==> src/core/ccl_pkg.sv <==
// constants and types of the convolver control logic
package ccl_pkg;

    // -------------------------------------------------------------
    // register addresses on reg_addr
    // -------------------------------------------------------------
    typedef enum logic [2:0] {
        CCL_ADDR_ROW_LENGTH = 3'h0,
        CCL_ADDR_ALU_OPCODE = 3'h1,
        CCL_ADDR_BANK_ZERO  = 3'h2,
        CCL_ADDR_BANK_ONE   = 3'h3,
        CCL_ADDR_SETUP      = 3'h4,
        CCL_ADDR_SEL_ZERO   = 3'h5,
        CCL_ADDR_SEL_ONE    = 3'h6,
        CCL_ADDR_NOP        = 3'h7
    } ccl_addr_type;

    // -------------------------------------------------------------
    // widths and reset values
    // -------------------------------------------------------------
    localparam int          CCL_PIX_W        = 8;
    localparam int          CCL_CFG_W        = 10;
    localparam int          CCL_RES_W        = 20;
    localparam int          CCL_CHAIN_W      = 16;
    localparam int          CCL_TAPS         = 9;
    localparam logic [3:0]  CCL_LAST_TAP     = 4'h8;
    localparam logic [9:0]  CCL_ROW_LEN_RST  = 10'h000;
    localparam logic [9:0]  CCL_OPCODE_RST   = 10'h018;
    localparam logic [8:0]  CCL_SETUP_RST    = 9'h000;
    localparam logic [7:0]  CCL_ALU_B_RST    = 8'h00;

    // -------------------------------------------------------------
    // opcode fields
    // -------------------------------------------------------------
    localparam int          CCL_OP_LOGIC_LSB = 3;
    localparam logic [2:0]  CCL_OP_ADD       = 3'h1;
    localparam logic [2:0]  CCL_OP_SUB_AB    = 3'h2;
    localparam logic [2:0]  CCL_OP_SUB_BA    = 3'h4;
    localparam logic [2:0]  CCL_SH_NONE      = 3'h0;
    localparam logic [2:0]  CCL_SH_RIGHT3    = 3'h3;
    localparam logic [2:0]  CCL_SH_LEFT3     = 3'h6;

    // -------------------------------------------------------------
    // setup word fields
    // -------------------------------------------------------------
    localparam int          CCL_SU_CASCADE   = 0;
    localparam int          CCL_SU_DELAY_LSB = 1;
    localparam int          CCL_SU_PIX_FMT   = 3;
    localparam int          CCL_SU_COEF_FMT  = 4;
    localparam int          CCL_SU_ROUND_LSB = 5;
    localparam int          CCL_SU_SHIFT_LSB = 7;
    localparam logic [1:0]  CCL_RND_16       = 2'h1;
    localparam logic [1:0]  CCL_RND_8        = 2'h2;
    localparam logic [19:0] CCL_RND_16_HALF  = 20'h00008;
    localparam logic [19:0] CCL_RND_16_MASK  = 20'hffff0;
    localparam logic [19:0] CCL_RND_8_HALF   = 20'h00800;
    localparam logic [19:0] CCL_RND_8_MASK   = 20'hff000;

endpackage : ccl_pkg

==> src/core/ccl_control.sv <==
// convolver control logic: config registers, pixel alu, cascade path
`timescale 1ns/1ps

module ccl_control
    import ccl_pkg::*;
(
    // clock and reset
    input  wire logic                         ref_clk,
    input  wire logic                         reset_n,
    // configuration pins
    input  wire logic [ccl_pkg::CCL_CFG_W-1:0] config_bus,
    input  wire logic [2:0]                    reg_addr,
    input  wire logic                          chip_sel_n,
    input  wire logic                          load_strobe_n,
    input  wire logic                          alu_load_en,
    // pixel stream
    input  wire logic [ccl_pkg::CCL_PIX_W-1:0] pixel_in,
    output logic      [ccl_pkg::CCL_PIX_W-1:0] pixel_to_array,
    input  wire logic [ccl_pkg::CCL_PIX_W-1:0] row_buf_one,
    input  wire logic [ccl_pkg::CCL_PIX_W-1:0] row_buf_two,
    output logic      [ccl_pkg::CCL_PIX_W-1:0] tap_row_one,
    output logic      [ccl_pkg::CCL_PIX_W-1:0] tap_row_two,
    // configuration towards the array
    output logic      [71:0]                   kernel_coef,
    output logic                               active_bank,
    output logic      [9:0]                    row_length,
    output logic                               pixel_signed,
    output logic                               coef_signed,
    // result stream
    input  wire logic [ccl_pkg::CCL_RES_W-1:0]   product_sum,
    input  wire logic                            product_valid,
    output logic                                 product_ready,
    input  wire logic [ccl_pkg::CCL_CHAIN_W-1:0] chain_in,
    output logic      [ccl_pkg::CCL_RES_W-1:0]   result_out,
    output logic                                 result_valid,
    input  wire logic                            result_ready
);
    import ccl_pkg::*;

    // -------------------------------------------------------------
    // pin synchronisers and strobe edge
    // -------------------------------------------------------------
    logic [CCL_CFG_W-1:0] cfg_s1_q, cfg_s2_q, hold_data_q, hold_data_d;
    logic [2:0]           adr_s1_q, adr_s2_q, hold_addr_q, hold_addr_d;
    logic                 cs_s1_q, cs_s2_q, ld_s1_q, ld_s2_q, ld_prev_q;
    logic                 ealu_s1_q, ealu_s2_q, hold_cs_q, hold_cs_d;
    logic                 wr_stb;
    ccl_addr_type         wr_addr;

    always_ff @(posedge ref_clk or negedge reset_n) begin
        if (!reset_n) begin
            cfg_s1_q  <= '0;
            cfg_s2_q  <= '0;
            adr_s1_q  <= 3'h7;
            adr_s2_q  <= 3'h7;
            cs_s1_q   <= 1'b1;
            cs_s2_q   <= 1'b1;
            ld_s1_q   <= 1'b1;
            ld_s2_q   <= 1'b1;
            ld_prev_q <= 1'b1;
            ealu_s1_q <= 1'b0;
            ealu_s2_q <= 1'b0;
        end else begin
            cfg_s1_q  <= config_bus;
            cfg_s2_q  <= cfg_s1_q;
            adr_s1_q  <= reg_addr;
            adr_s2_q  <= adr_s1_q;
            cs_s1_q   <= chip_sel_n;
            cs_s2_q   <= cs_s1_q;
            ld_s1_q   <= load_strobe_n;
            ld_s2_q   <= ld_s1_q;
            ld_prev_q <= ld_s2_q;
            ealu_s1_q <= alu_load_en;
            ealu_s2_q <= ealu_s1_q;
        end
    end

    // last values seen while the strobe was low
    always_comb begin
        hold_data_d = hold_data_q;
        hold_addr_d = hold_addr_q;
        hold_cs_d   = hold_cs_q;
        if (!ld_s2_q) begin
            hold_data_d = cfg_s2_q;
            hold_addr_d = adr_s2_q;
            hold_cs_d   = !cs_s2_q;
        end
    end

    always_ff @(posedge ref_clk or negedge reset_n) begin
        if (!reset_n) begin
            hold_data_q <= '0;
            hold_addr_q <= 3'h7;
            hold_cs_q   <= 1'b0;
        end else begin
            hold_data_q <= hold_data_d;
            hold_addr_q <= hold_addr_d;
            hold_cs_q   <= hold_cs_d;
        end
    end

    assign wr_stb  = ld_s2_q && !ld_prev_q && hold_cs_q;
    assign wr_addr = ccl_addr_type'(hold_addr_q);

    // -------------------------------------------------------------
    // configuration registers and coefficient banks
    // -------------------------------------------------------------
    logic [9:0] row_len_q, row_len_d, opcode_q, opcode_d;
    logic [8:0] setup_q, setup_d;
    logic [7:0] alu_b_q, alu_b_d;
    logic [7:0] bank0_q [CCL_TAPS], bank0_d [CCL_TAPS];
    logic [7:0] bank1_q [CCL_TAPS], bank1_d [CCL_TAPS];
    logic [3:0] idx0_q, idx0_d, idx1_q, idx1_d;
    logic       act_q, act_d;
    logic [71:0] coef_q, coef_d;

    always_comb begin
        row_len_d = row_len_q;
        opcode_d  = opcode_q;
        setup_d   = setup_q;
        alu_b_d   = ealu_s2_q ? cfg_s2_q[7:0] : alu_b_q;
        bank0_d   = bank0_q;
        bank1_d   = bank1_q;
        idx0_d    = idx0_q;
        idx1_d    = idx1_q;
        act_d     = act_q;
        if (wr_stb) begin
            if (wr_addr == CCL_ADDR_ROW_LENGTH) begin
                row_len_d = hold_data_q;
            end else if (wr_addr == CCL_ADDR_ALU_OPCODE) begin
                opcode_d = hold_data_q;
            end else if (wr_addr == CCL_ADDR_BANK_ZERO) begin
                bank0_d[idx0_q] = hold_data_q[7:0];
                idx0_d = (idx0_q == CCL_LAST_TAP) ? 4'h0 : idx0_q + 4'h1;
            end else if (wr_addr == CCL_ADDR_BANK_ONE) begin
                bank1_d[idx1_q] = hold_data_q[7:0];
                idx1_d = (idx1_q == CCL_LAST_TAP) ? 4'h0 : idx1_q + 4'h1;
            end else if (wr_addr == CCL_ADDR_SETUP) begin
                setup_d = hold_data_q[8:0];
            end else if (wr_addr == CCL_ADDR_SEL_ZERO) begin
                act_d = 1'b0;
            end else if (wr_addr == CCL_ADDR_SEL_ONE) begin
                act_d = 1'b1;
            end
        end
        for (int i = 0; i < CCL_TAPS; i++) begin
            coef_d[i*8 +: 8] = act_d ? bank1_d[i] : bank0_d[i];
        end
    end

    always_ff @(posedge ref_clk or negedge reset_n) begin
        if (!reset_n) begin
            row_len_q <= CCL_ROW_LEN_RST;
            opcode_q  <= CCL_OPCODE_RST;
            setup_q   <= CCL_SETUP_RST;
            alu_b_q   <= CCL_ALU_B_RST;
            bank0_q   <= '{default: 8'h00};
            bank1_q   <= '{default: 8'h00};
            idx0_q    <= 4'h0;
            idx1_q    <= 4'h0;
            act_q     <= 1'b0;
            coef_q    <= '0;
        end else begin
            row_len_q <= row_len_d;
            opcode_q  <= opcode_d;
            setup_q   <= setup_d;
            alu_b_q   <= alu_b_d;
            bank0_q   <= bank0_d;
            bank1_q   <= bank1_d;
            idx0_q    <= idx0_d;
            idx1_q    <= idx1_d;
            act_q     <= act_d;
            coef_q    <= coef_d;
        end
    end

    // -------------------------------------------------------------
    // pixel alu, shifter and input delay
    // -------------------------------------------------------------
    logic [7:0] alu_res, shift_res, pix_q, pix_d;
    logic [7:0] dly_q [4], dly_d [4];
    logic [7:0] tap1_q, tap1_d, tap2_q, tap2_d;
    logic [1:0] dsel;

    always_comb begin
        alu_res = '0;
        if (opcode_q[2:0] == CCL_OP_ADD) begin
            alu_res = pixel_in + alu_b_q;
        end else if (opcode_q[2:0] == CCL_OP_SUB_AB) begin
            alu_res = pixel_in - alu_b_q;
        end else if (opcode_q[2:0] == CCL_OP_SUB_BA) begin
            alu_res = alu_b_q - pixel_in;
        end else begin
            // truth table indexed by the inverted operand bit pair {!pixel_in, !alu_b_q}
            for (int i = 0; i < CCL_PIX_W; i++) begin
                alu_res[i] = opcode_q[CCL_OP_LOGIC_LSB
                                      + {!pixel_in[i], !alu_b_q[i]}];
            end
        end
        shift_res = alu_res;
        if (opcode_q[9:7] != CCL_SH_NONE
            && opcode_q[9:7] <= CCL_SH_RIGHT3) begin
            shift_res = alu_res >> opcode_q[8:7];
        end else if (opcode_q[9:7] > CCL_SH_RIGHT3
                     && opcode_q[9:7] <= CCL_SH_LEFT3) begin
            shift_res = alu_res << (opcode_q[8:7] + 2'h1);
        end
        dly_d[0] = shift_res;
        for (int i = 1; i < 4; i++) begin
            dly_d[i] = dly_q[i-1];
        end
        dsel  = setup_q[CCL_SU_DELAY_LSB +: 2];
        pix_d = dly_d[dsel];
        tap1_d = row_buf_one;
        tap2_d = row_buf_two;
        if (setup_q[CCL_SU_CASCADE]) begin
            tap1_d = chain_in[15:8];
            tap2_d = chain_in[7:0];
        end
    end

    always_ff @(posedge ref_clk or negedge reset_n) begin
        if (!reset_n) begin
            dly_q  <= '{default: 8'h00};
            pix_q  <= '0;
            tap1_q <= '0;
            tap2_q <= '0;
        end else begin
            dly_q  <= dly_d;
            pix_q  <= pix_d;
            tap1_q <= tap1_d;
            tap2_q <= tap2_d;
        end
    end

    // -------------------------------------------------------------
    // cascade sum, rounding and two-entry result buffer
    // -------------------------------------------------------------
    logic [19:0] chain_sh, sum, rnd;
    logic [19:0] ent0_q, ent0_d, ent1_q, ent1_d;
    logic [1:0]  cnt_q, cnt_d;
    logic        push, pop, rdy_q, rdy_d, vld_q, vld_d;

    always_comb begin
        chain_sh = 20'(chain_in);
        case (setup_q[CCL_SU_SHIFT_LSB +: 2])
            2'h1:    chain_sh = 20'(chain_in) << 2;
            2'h2:    chain_sh = 20'(chain_in) << 4;
            2'h3:    chain_sh = 20'(chain_in) << 8;
            default: chain_sh = 20'(chain_in);
        endcase
        sum = setup_q[CCL_SU_CASCADE] ? product_sum
                                      : product_sum + chain_sh;
        rnd = sum;
        if (setup_q[CCL_SU_ROUND_LSB +: 2] == CCL_RND_16) begin
            rnd = (sum + CCL_RND_16_HALF) & CCL_RND_16_MASK;
        end else if (setup_q[CCL_SU_ROUND_LSB +: 2] == CCL_RND_8) begin
            rnd = (sum + CCL_RND_8_HALF) & CCL_RND_8_MASK;
        end
        push   = product_valid && rdy_q;
        pop    = vld_q && result_ready;
        ent0_d = ent0_q;
        ent1_d = ent1_q;
        cnt_d  = cnt_q;
        if (pop) begin
            ent0_d = ent1_q;
            cnt_d  = cnt_d - 2'h1;
        end
        if (push) begin
            if (cnt_d == 2'h0) begin
                ent0_d = rnd;
            end else begin
                ent1_d = rnd;
            end
            cnt_d = cnt_d + 2'h1;
        end
        rdy_d = (cnt_d != 2'h2);
        vld_d = (cnt_d != 2'h0);
    end

    always_ff @(posedge ref_clk or negedge reset_n) begin
        if (!reset_n) begin
            ent0_q <= '0;
            ent1_q <= '0;
            cnt_q  <= 2'h0;
            rdy_q  <= 1'b1;
            vld_q  <= 1'b0;
        end else begin
            ent0_q <= ent0_d;
            ent1_q <= ent1_d;
            cnt_q  <= cnt_d;
            rdy_q  <= rdy_d;
            vld_q  <= vld_d;
        end
    end

    assign pixel_to_array = pix_q;
    assign tap_row_one    = tap1_q;
    assign tap_row_two    = tap2_q;
    assign kernel_coef    = coef_q;
    assign active_bank    = act_q;
    assign row_length     = row_len_q;
    assign pixel_signed   = setup_q[CCL_SU_PIX_FMT];
    assign coef_signed    = setup_q[CCL_SU_COEF_FMT];
    assign product_ready  = rdy_q;
    assign result_out     = ent0_q;
    assign result_valid   = vld_q;
endmodule : ccl_control

==> config.mk <==
export PLATFORM = sky130hd
export DESIGN_NAME = ccl_control
export DESIGN_NICKNAME = d
export VERILOG_FILES = /design/src/core/ccl_pkg.sv /design/src/core/ccl_control.sv
export SDC_FILE = /design/constraint.sdc
export NUM_CORES = 1
export LEC_CHECK = 0
export ABC_AREA = 1
export BUFFER_PORTS_ARGS = -buffer_cell sky130_fd_sc_hd__buf_2
export CAP_MARGIN = 20
export CORE_ASPECT_RATIO = 1.5
export CORE_UTILIZATION = 59
export DETAILED_ROUTE_END_ITERATION = 7
export MAX_ROUTING_LAYER = met4
export PLACE_DENSITY = 0.91
export SKIP_LAST_GASP = 1
export SLEW_MARGIN = 20
export SYNTH_ARGS = -nofsm -noshare
export SYNTH_HDL_FRONTEND = slang
export SYNTH_SLANG_ARGS = --single-unit
==> constraint.sdc <==
create_clock -name ref_clk -period 4 [get_ports ref_clk]
set_clock_uncertainty 0.1 [all_clocks]
set_input_delay 0.8 -clock ref_clk [delete_from_list [all_inputs] [get_ports ref_clk]]
set_output_delay 0.8 -clock ref_clk [all_outputs]
set_load 0.02 [all_outputs]
Yosys cells after proc, flatten, opt, wreduce, memory -nomap -nowiden
Index checks and enable logic that the tools add are counted.
{"block": "word_totals", "reg_bits": 401, "output_inout_bits": 131, "elab_cells": 218}
{"block": "op_classes", "addsub": 19, "magnitude_cmp": 16, "eq_ne": 17, "n_shift": 2, "muxes": 69, "bitwise_logic": 8, "n_reduce_logical": 36}
{"op": "two-way mux 72 bit", "count": 9}
{"op": "two-way mux 8 bit", "count": 20}
{"op": "bitwise mux 72 bit", "count": 2}
{"op": "two-way mux 20 bit", "count": 6}
{"op": "demux 8 bit (select 4 bit)", "count": 2}
{"op": "case mux 20 bit (3 select lines)", "count": 1}
{"op": "< comparator 3 x 5 -> 1 bit, second input constant", "count": 8}
{"op": "binary-select mux 1 bit (select 4 bit)", "count": 8}
{"op": "adder 2 x 2 -> 3 bit, first input constant", "count": 8}
{"op": "adder 20 x 12 -> 20 bit, second input constant", "count": 1}
{"op": "adder 20 bit", "count": 1}
{"op": "adder 20 x 4 -> 20 bit, second input constant", "count": 1}
{"op": "zero test 1 bit", "count": 18}
{"op": "binary-select mux 8 bit (select 2 bit)", "count": 1}
{"op": "two-way mux 1 bit", "count": 16}
{"op": "subtractor 8 bit", "count": 2}
{"op": "equality test 3 bit, second input constant", "count": 4}
{"op": ">= comparator 5 bit, second input constant", "count": 2}
{"op": "< comparator 5 x 1 -> 1 bit, second input constant", "count": 2}
{"op": "inverter 4 -> 5 bit", "count": 2}
{"op": "equality test 3 x 2 -> 1 bit, second input constant", "count": 3}
{"op": "adder 4 x 1 -> 4 bit, second input constant", "count": 2}
{"op": "adder 8 bit", "count": 1}
{"op": "equality test 4 bit, second input constant", "count": 2}
{"op": "other kinds (26)", "count": 45}

Logic depth before layout (Yosys ltp)
{"block": "depth", "ltp_word": 13, "ltp_mapped": 26, "depth_no_buf": 25}

Worst setup path after synthesis
Ideal clock, no wire load.
{"block": "synth_timing", "path_type": "flip-flop to flip-flop", "from": "reg setup_q[8]", "to": "reg ent0_q[19], in the netlist result_out[19]", "setup_time_ps": 113, "arrival_time_ps": 3348, "required_ps": 3787, "path_slack_ps": 439, "stages_incl_launch_ff": 23, "path_cell_list": "dfrtp_1 -> clkbuf_1 -> nor2_1 -> clkinv_1 -> nor2_1 -> inv_1 -> fa_1 -> inv_1 -> nand3_1 -> a21oi_1 -> o21a_1 -> ha_1 -> inv_1 -> nor2_1 -> nand3_2 -> nor3_4 -> nand3_2 -> nand2_4 -> nand3_1 -> nand2_1 -> nand3_1 -> nand2_1 -> inv_1"}
{"block": "synth_via", "elab_chain_cells": 9, "elab_cells_between_ends": 12}
{"item": "start: declaration", "line_no": "ccl_control.sv:109", "rtl": "logic [8:0] setup_q, setup_d;"}
{"item": "start signal: assignment", "line_no": "ccl_control.sv:166", "rtl": "setup_q <= setup_d;"}
{"item": "equality test 2 bit or equality test 2 x 1 -> 1 bit (tied branches)", "line_no": "ccl_control.sv:246", "rtl": "case (setup_q[CCL_SU_SHIFT_LSB +: 2])"}
{"item": "case mux 20 bit (3 select lines) *", "line_no": "ccl_control.sv:246"}
{"item": "adder 20 bit *", "line_no": "ccl_control.sv:253", "rtl": ": product_sum + chain_sh;"}
{"item": "two-way mux 20 bit *", "line_no": "ccl_control.sv:252", "rtl": "sum = setup_q[CCL_SU_CASCADE] ? product_sum"}
{"item": "adder 20 x 12 -> 20 bit", "line_no": "ccl_control.sv:258", "rtl": "rnd = (sum + CCL_RND_8_HALF) & CCL_RND_8_MASK;"}
{"item": "two-way mux 20 bit", "line_no": "ccl_control.sv:257", "rtl": "end else if (setup_q[CCL_SU_ROUND_LSB +: 2] == CCL_RND_8) begin"}
{"item": "two-way mux 20 bit *", "line_no": "ccl_control.sv:255", "rtl": "if (setup_q[CCL_SU_ROUND_LSB +: 2] == CCL_RND_16) begin"}
{"item": "two-way mux 20 bit *", "line_no": "ccl_control.sv:270", "rtl": "if (cnt_d == 2'h0) begin"}
{"item": "two-way mux 20 bit *", "line_no": "ccl_control.sv:269", "rtl": "if (push) begin"}
{"item": "net ent0_d[19]", "line_no": "ccl_control.sv:240", "rtl": "logic [19:0] ent0_q, ent0_d, ent1_q, ent1_d;"}
{"item": "end signal: assignment", "line_no": "ccl_control.sv:289", "rtl": "ent0_q <= ent0_d;"}
{"item": "end: declaration", "line_no": "ccl_control.sv:240"}
Mark *: on every way through the listed nets, which the timed path passes. The rest lies on a longest branch.
A chain may end at the register's enable or synchronous reset.

Final worst setup path
{"block": "layout_timing", "from": "reg setup_q[7]", "to": "reg ent0_q[17], in the netlist result_out[17]"}
Same word-level chain as after synthesis.

==> impl_metrics.json <==
{
  "pwr-share-clk": 0.286,
  "irDropWorstVdd_v": 0.0004525,
  "grt_start_max_net_pins": 100,
  "cpMaxStageDelayCell": "dfrtp_1",
  "wl_um": 58860,
  "gp_congestion": 0.9697,
  "synth_edf_count": 0,
  "fp.dieArea_mm2": 0.03398,
  "synthSimpleGateAreaFrac": 0.2152,
  "grt_pass1_wl_um": 91840,
  "finalSetupViolCount": 0,
  "grt_usage": 0.3664,
  "async_flop_share": 1.000,
  "hold_viol": 0,
  "worstReg2RegStart": "setup_q[7]",
  "core_area_mm2": 0.03263,
  "vias": 17320,
  "postCtsSetupRepairBufs": 0,
  "synth-seq-cells": 401,
  "ant_nets": 0,
  "yosysWarnings": 0,
  "die_x_um": 150.8,
  "clk_pin_slew_ns": 0.07,
  "r2r_end": "result_out[17]",
  "outcome": "finished clean",
  "cts_buffer_depth": 3,
  "dr.pass1.iters": 6,
  "synthTopCellsByArea": "dfrtp_1 49%, nand2_1 12%, o21ai_0 8.7%, inv_1 5.9%, nand3_1 4.0%",
  "cts_resized": 0,
  "pwr-share-comb": 0.340,
  "drive_above_1_share": 0.1569,
  "synth-compound-area-share": 0.1380,
  "ys.flop_type": "dfrtp_1",
  "setup_ws_ns": 0.2899,
  "core.rowCount": 81,
  "crit_chain": "inv_2 -> nor2_1 -> inv_1 -> o22ai_1 -> ha_1 -> nand3_1 -> buf_4 -> nand3_1 -> nand2_1 -> o21a_1 -> ha_1 -> inv_1 -> nor2_1 -> nand3_2 -> nor3_4 -> nand3_2 -> nand2_4 -> nand2_2 -> xor2_1 -> nand2_1 -> nand2_1",
  "synthDistinctLibCells": 53,
  "period_share": 0.9275,
  "cp-end-kind": "register",
  "numCtsBuffers": 37,
  "internal_power_mw": 8.516,
  "grt-ovfl-total": 0,
  "io_pins": 211,
  "slew_violations": 0,
  "dp_hpwl_um": 40640,
  "yosysTopAreaCell": "dfrtp_1",
  "io_buffers": 210,
  "critPathBufInv": 4,
  "slowest_delay_ns": 0.48,
  "arrival_ns": 4.09,
  "grt_pass1_vias": 17426,
  "rsz0062_at_grt": "no",
  "root_buffer": "clkbuf_16",
  "netlist_instances": 2401,
  "final_cell_mix": "625 x nand2_1, 383 x dfrtp_1, 338 x o21ai_0",
  "max_freq_ghz": 0.2695,
  "cp_top_family": "simple AND/OR/NAND/NOR gates",
  "wl_per_cell_um": 19.46,
  "crit_fanout": 7,
  "switchingPower_mw": 5.369,
  "synth_nets": 2546,
  "seqPwrFrac": 0.374,
  "cp_data_required_time_ns": 4.38,
  "clk_latency_ns": 0.56,
  "start_util": 0.6008,
  "period_minus_slack_ns": 3.710,
  "ctsHtreeMaxLevel": 2,
  "yosys.area_share.xor_xnor": 0.004467,
  "worstMarginPinSlew_ns": 0.9136,
  "nets": 2723,
  "power_leakage_nw": 12.29,
  "cts.sinks": 401,
  "worst_hold_path_type": "input pin to asynchronous set/reset pin",
  "synth_top_area_share": 0.4901,
  "relSlewSlack": 0.3894,
  "cts_tree": "done",
  "grt_antenna_before_repair": 2,
  "syn_area_per_cell_um2": 8.166,
  "r2r_slack_ns": 0.29,
  "synthAdderAreaFrac": 0.04301,
  "switching_share": 0.3867,
  "cp-start-kind": "register",
  "pre_cts_ws_ns": 0.01454,
  "via_per_inst": 5.728,
  "max_cap_viol_count": 0,
  "drcViolationCount": 0,
  "synth_top_family_by_area": "simple AND/OR/NAND/NOR gates",
  "areaGrowthSynthToFinish_pct": 14.24,
  "reg2regPathDepth": 21,
  "muxShareOfSynthArea": 0.001595,
  "final_common_cell": "nand2_1",
  "powerDensity_mw_per_mm2": 619.9,
  "finalSetupTns_ns": 0,
  "drt-initial-drc-count": 1233,
  "die_h_um": 225.3,
  "hold_buffers": 0,
  "cpMostUsedCell": "nand2_1",
  "netlist_area_mm2": 0.01961,
  "seq_area_frac_synth": 0.5129,
  "crit_type": "register to register"
}
-- worst max path at each step --
| stage | to | depth (start not counted) | slack (ns) | startpoint |
|---|---|---|---|---|
| floorplan | result_out[19] | 22 | 0.44 | setup_q[8] |
| global placement | result_out[19] | 22 | 0.16 | chain_in[0] |
| detailed placement | result_out[19] | 22 | 0.01 | chain_in[0] |
| CTS | result_out[17] | 20 | 0.14 | setup_q[8] |
| global route | result_out[17] | 22 | 0.003 | setup_q[8] |
| finish | result_out[17] | 21 | 0.29 | setup_q[7] |
-- logic make-up after synthesis --
group	Yosys count
multiplexers	3
AND/OR/NAND/NOR	984
buffers and inverters	426
flip-flops	401
AO/OA/AOI/OAI	512
XOR/XNOR	10
adder cells (fa/ha/maj)	65
-- stage by stage --
| step | instance area (um^2) | utilization | std cells | hold WS (ns) | total power, mW |
|---|---|---|---|---|---|
| 2_1_floorplan | 19610 | - | 2401 | 0.2312 | 8.314 |
| 4_1_cts | 22370 | 0.6855 | 3022 | 0.1937 | 13.86 |
| 3_3_place_gp | 21000 | 0.6435 | 2954 | 0.2316 | 9.722 |
| 6_report | 22400 | 0.6864 | 3024 | 0.1891 | 13.89 |
| 5_1_grt | 22400 | 0.6864 | 3024 | 0.2379 | 14.67 |
| 3_5_place_dp | 21000 | 0.6435 | 2954 | 0.2347 | 9.873 |
-- flip-flops by register name, summed over array words and instances, names as in the netlist, 4 cells and up --
name,flops
alu_b_q,8
ent1_q,20
opcode_q,10
row_length,10
idx0_q,4
cfg_s1_q,10
result_out,20
bank1_q,72
tap_row_two,8
kernel_coef,72
setup_q,9
bank0_q,72
tap_row_one,8
dly_d,24
hold_data_q,10
cfg_s2_q,10
pixel_to_array,8
idx1_q,4
-- power by group through the flow --
stage	Clock [mW]	Combinational, mW	Sequential (mW)
floorplan	0	2.93	5.39
CTS	4.01	4.68	5.17
finish	3.97	4.72	5.19
global route	4.15	5.27	5.26
global placement	0	4.52	5.20
detailed placement	0	4.63	5.24
-- cell usage after synthesis (3+ instances only) --
| cell | n |
|---|---|
| nand4_1 | 18 |
| or2_2 | 23 |
| a31oi_1 | 4 |
| nand2_1 | 627 |
| buf_1 | 3 |
| nand3_2 | 11 |
| nand2_2 | 7 |
| nor3_1 | 7 |
| xor2_1 | 9 |
| o21a_1 | 12 |
| a22oi_1 | 4 |
| nor2_4 | 3 |
| o22ai_1 | 13 |
| ha_1 | 61 |
| buf_4 | 7 |
| o21ai_1 | 33 |
| a21oi_1 | 80 |
| nor2_1 | 105 |
| inv_1 | 308 |
| buf_2 | 16 |
| o21ai_0 | 339 |
| nor2_2 | 7 |
| nand3b_1 | 8 |
| dfstp_2 | 17 |
| o21ai_2 | 3 |
| clkbuf_1 | 68 |
| dfrtp_1 | 384 |
| inv_2 | 18 |
| nand3_1 | 158 |
| o211ai_1 | 15 |
| fa_1 | 4 |
-- area by class of cell --
cell class	count	area, um^2
Clock inverter	25	374.1
Sequential cell	401	10060
Fill cell	2473	10230
Multi-Input combinational cell	1574	7920
Tap cell	415	519.2
Clock buffer	43	998.5
Timing Repair Buffer	236	1294
Antenna cell	2	5.005
Inverter	328	1231
-- per-layer routing --
metal	share of wire	wire length, um	vias to the layer above	global-route usage
met5	0	0	-	-
met4	0.061	3579	0	0.2084
met3	0.063	3710	228	0.04818
met2	0.51	30290	805	0.6301
met1	0.36	21280	8218	0.4047
li1	-	-	8069	-
(Power assumes the default switching activity.)
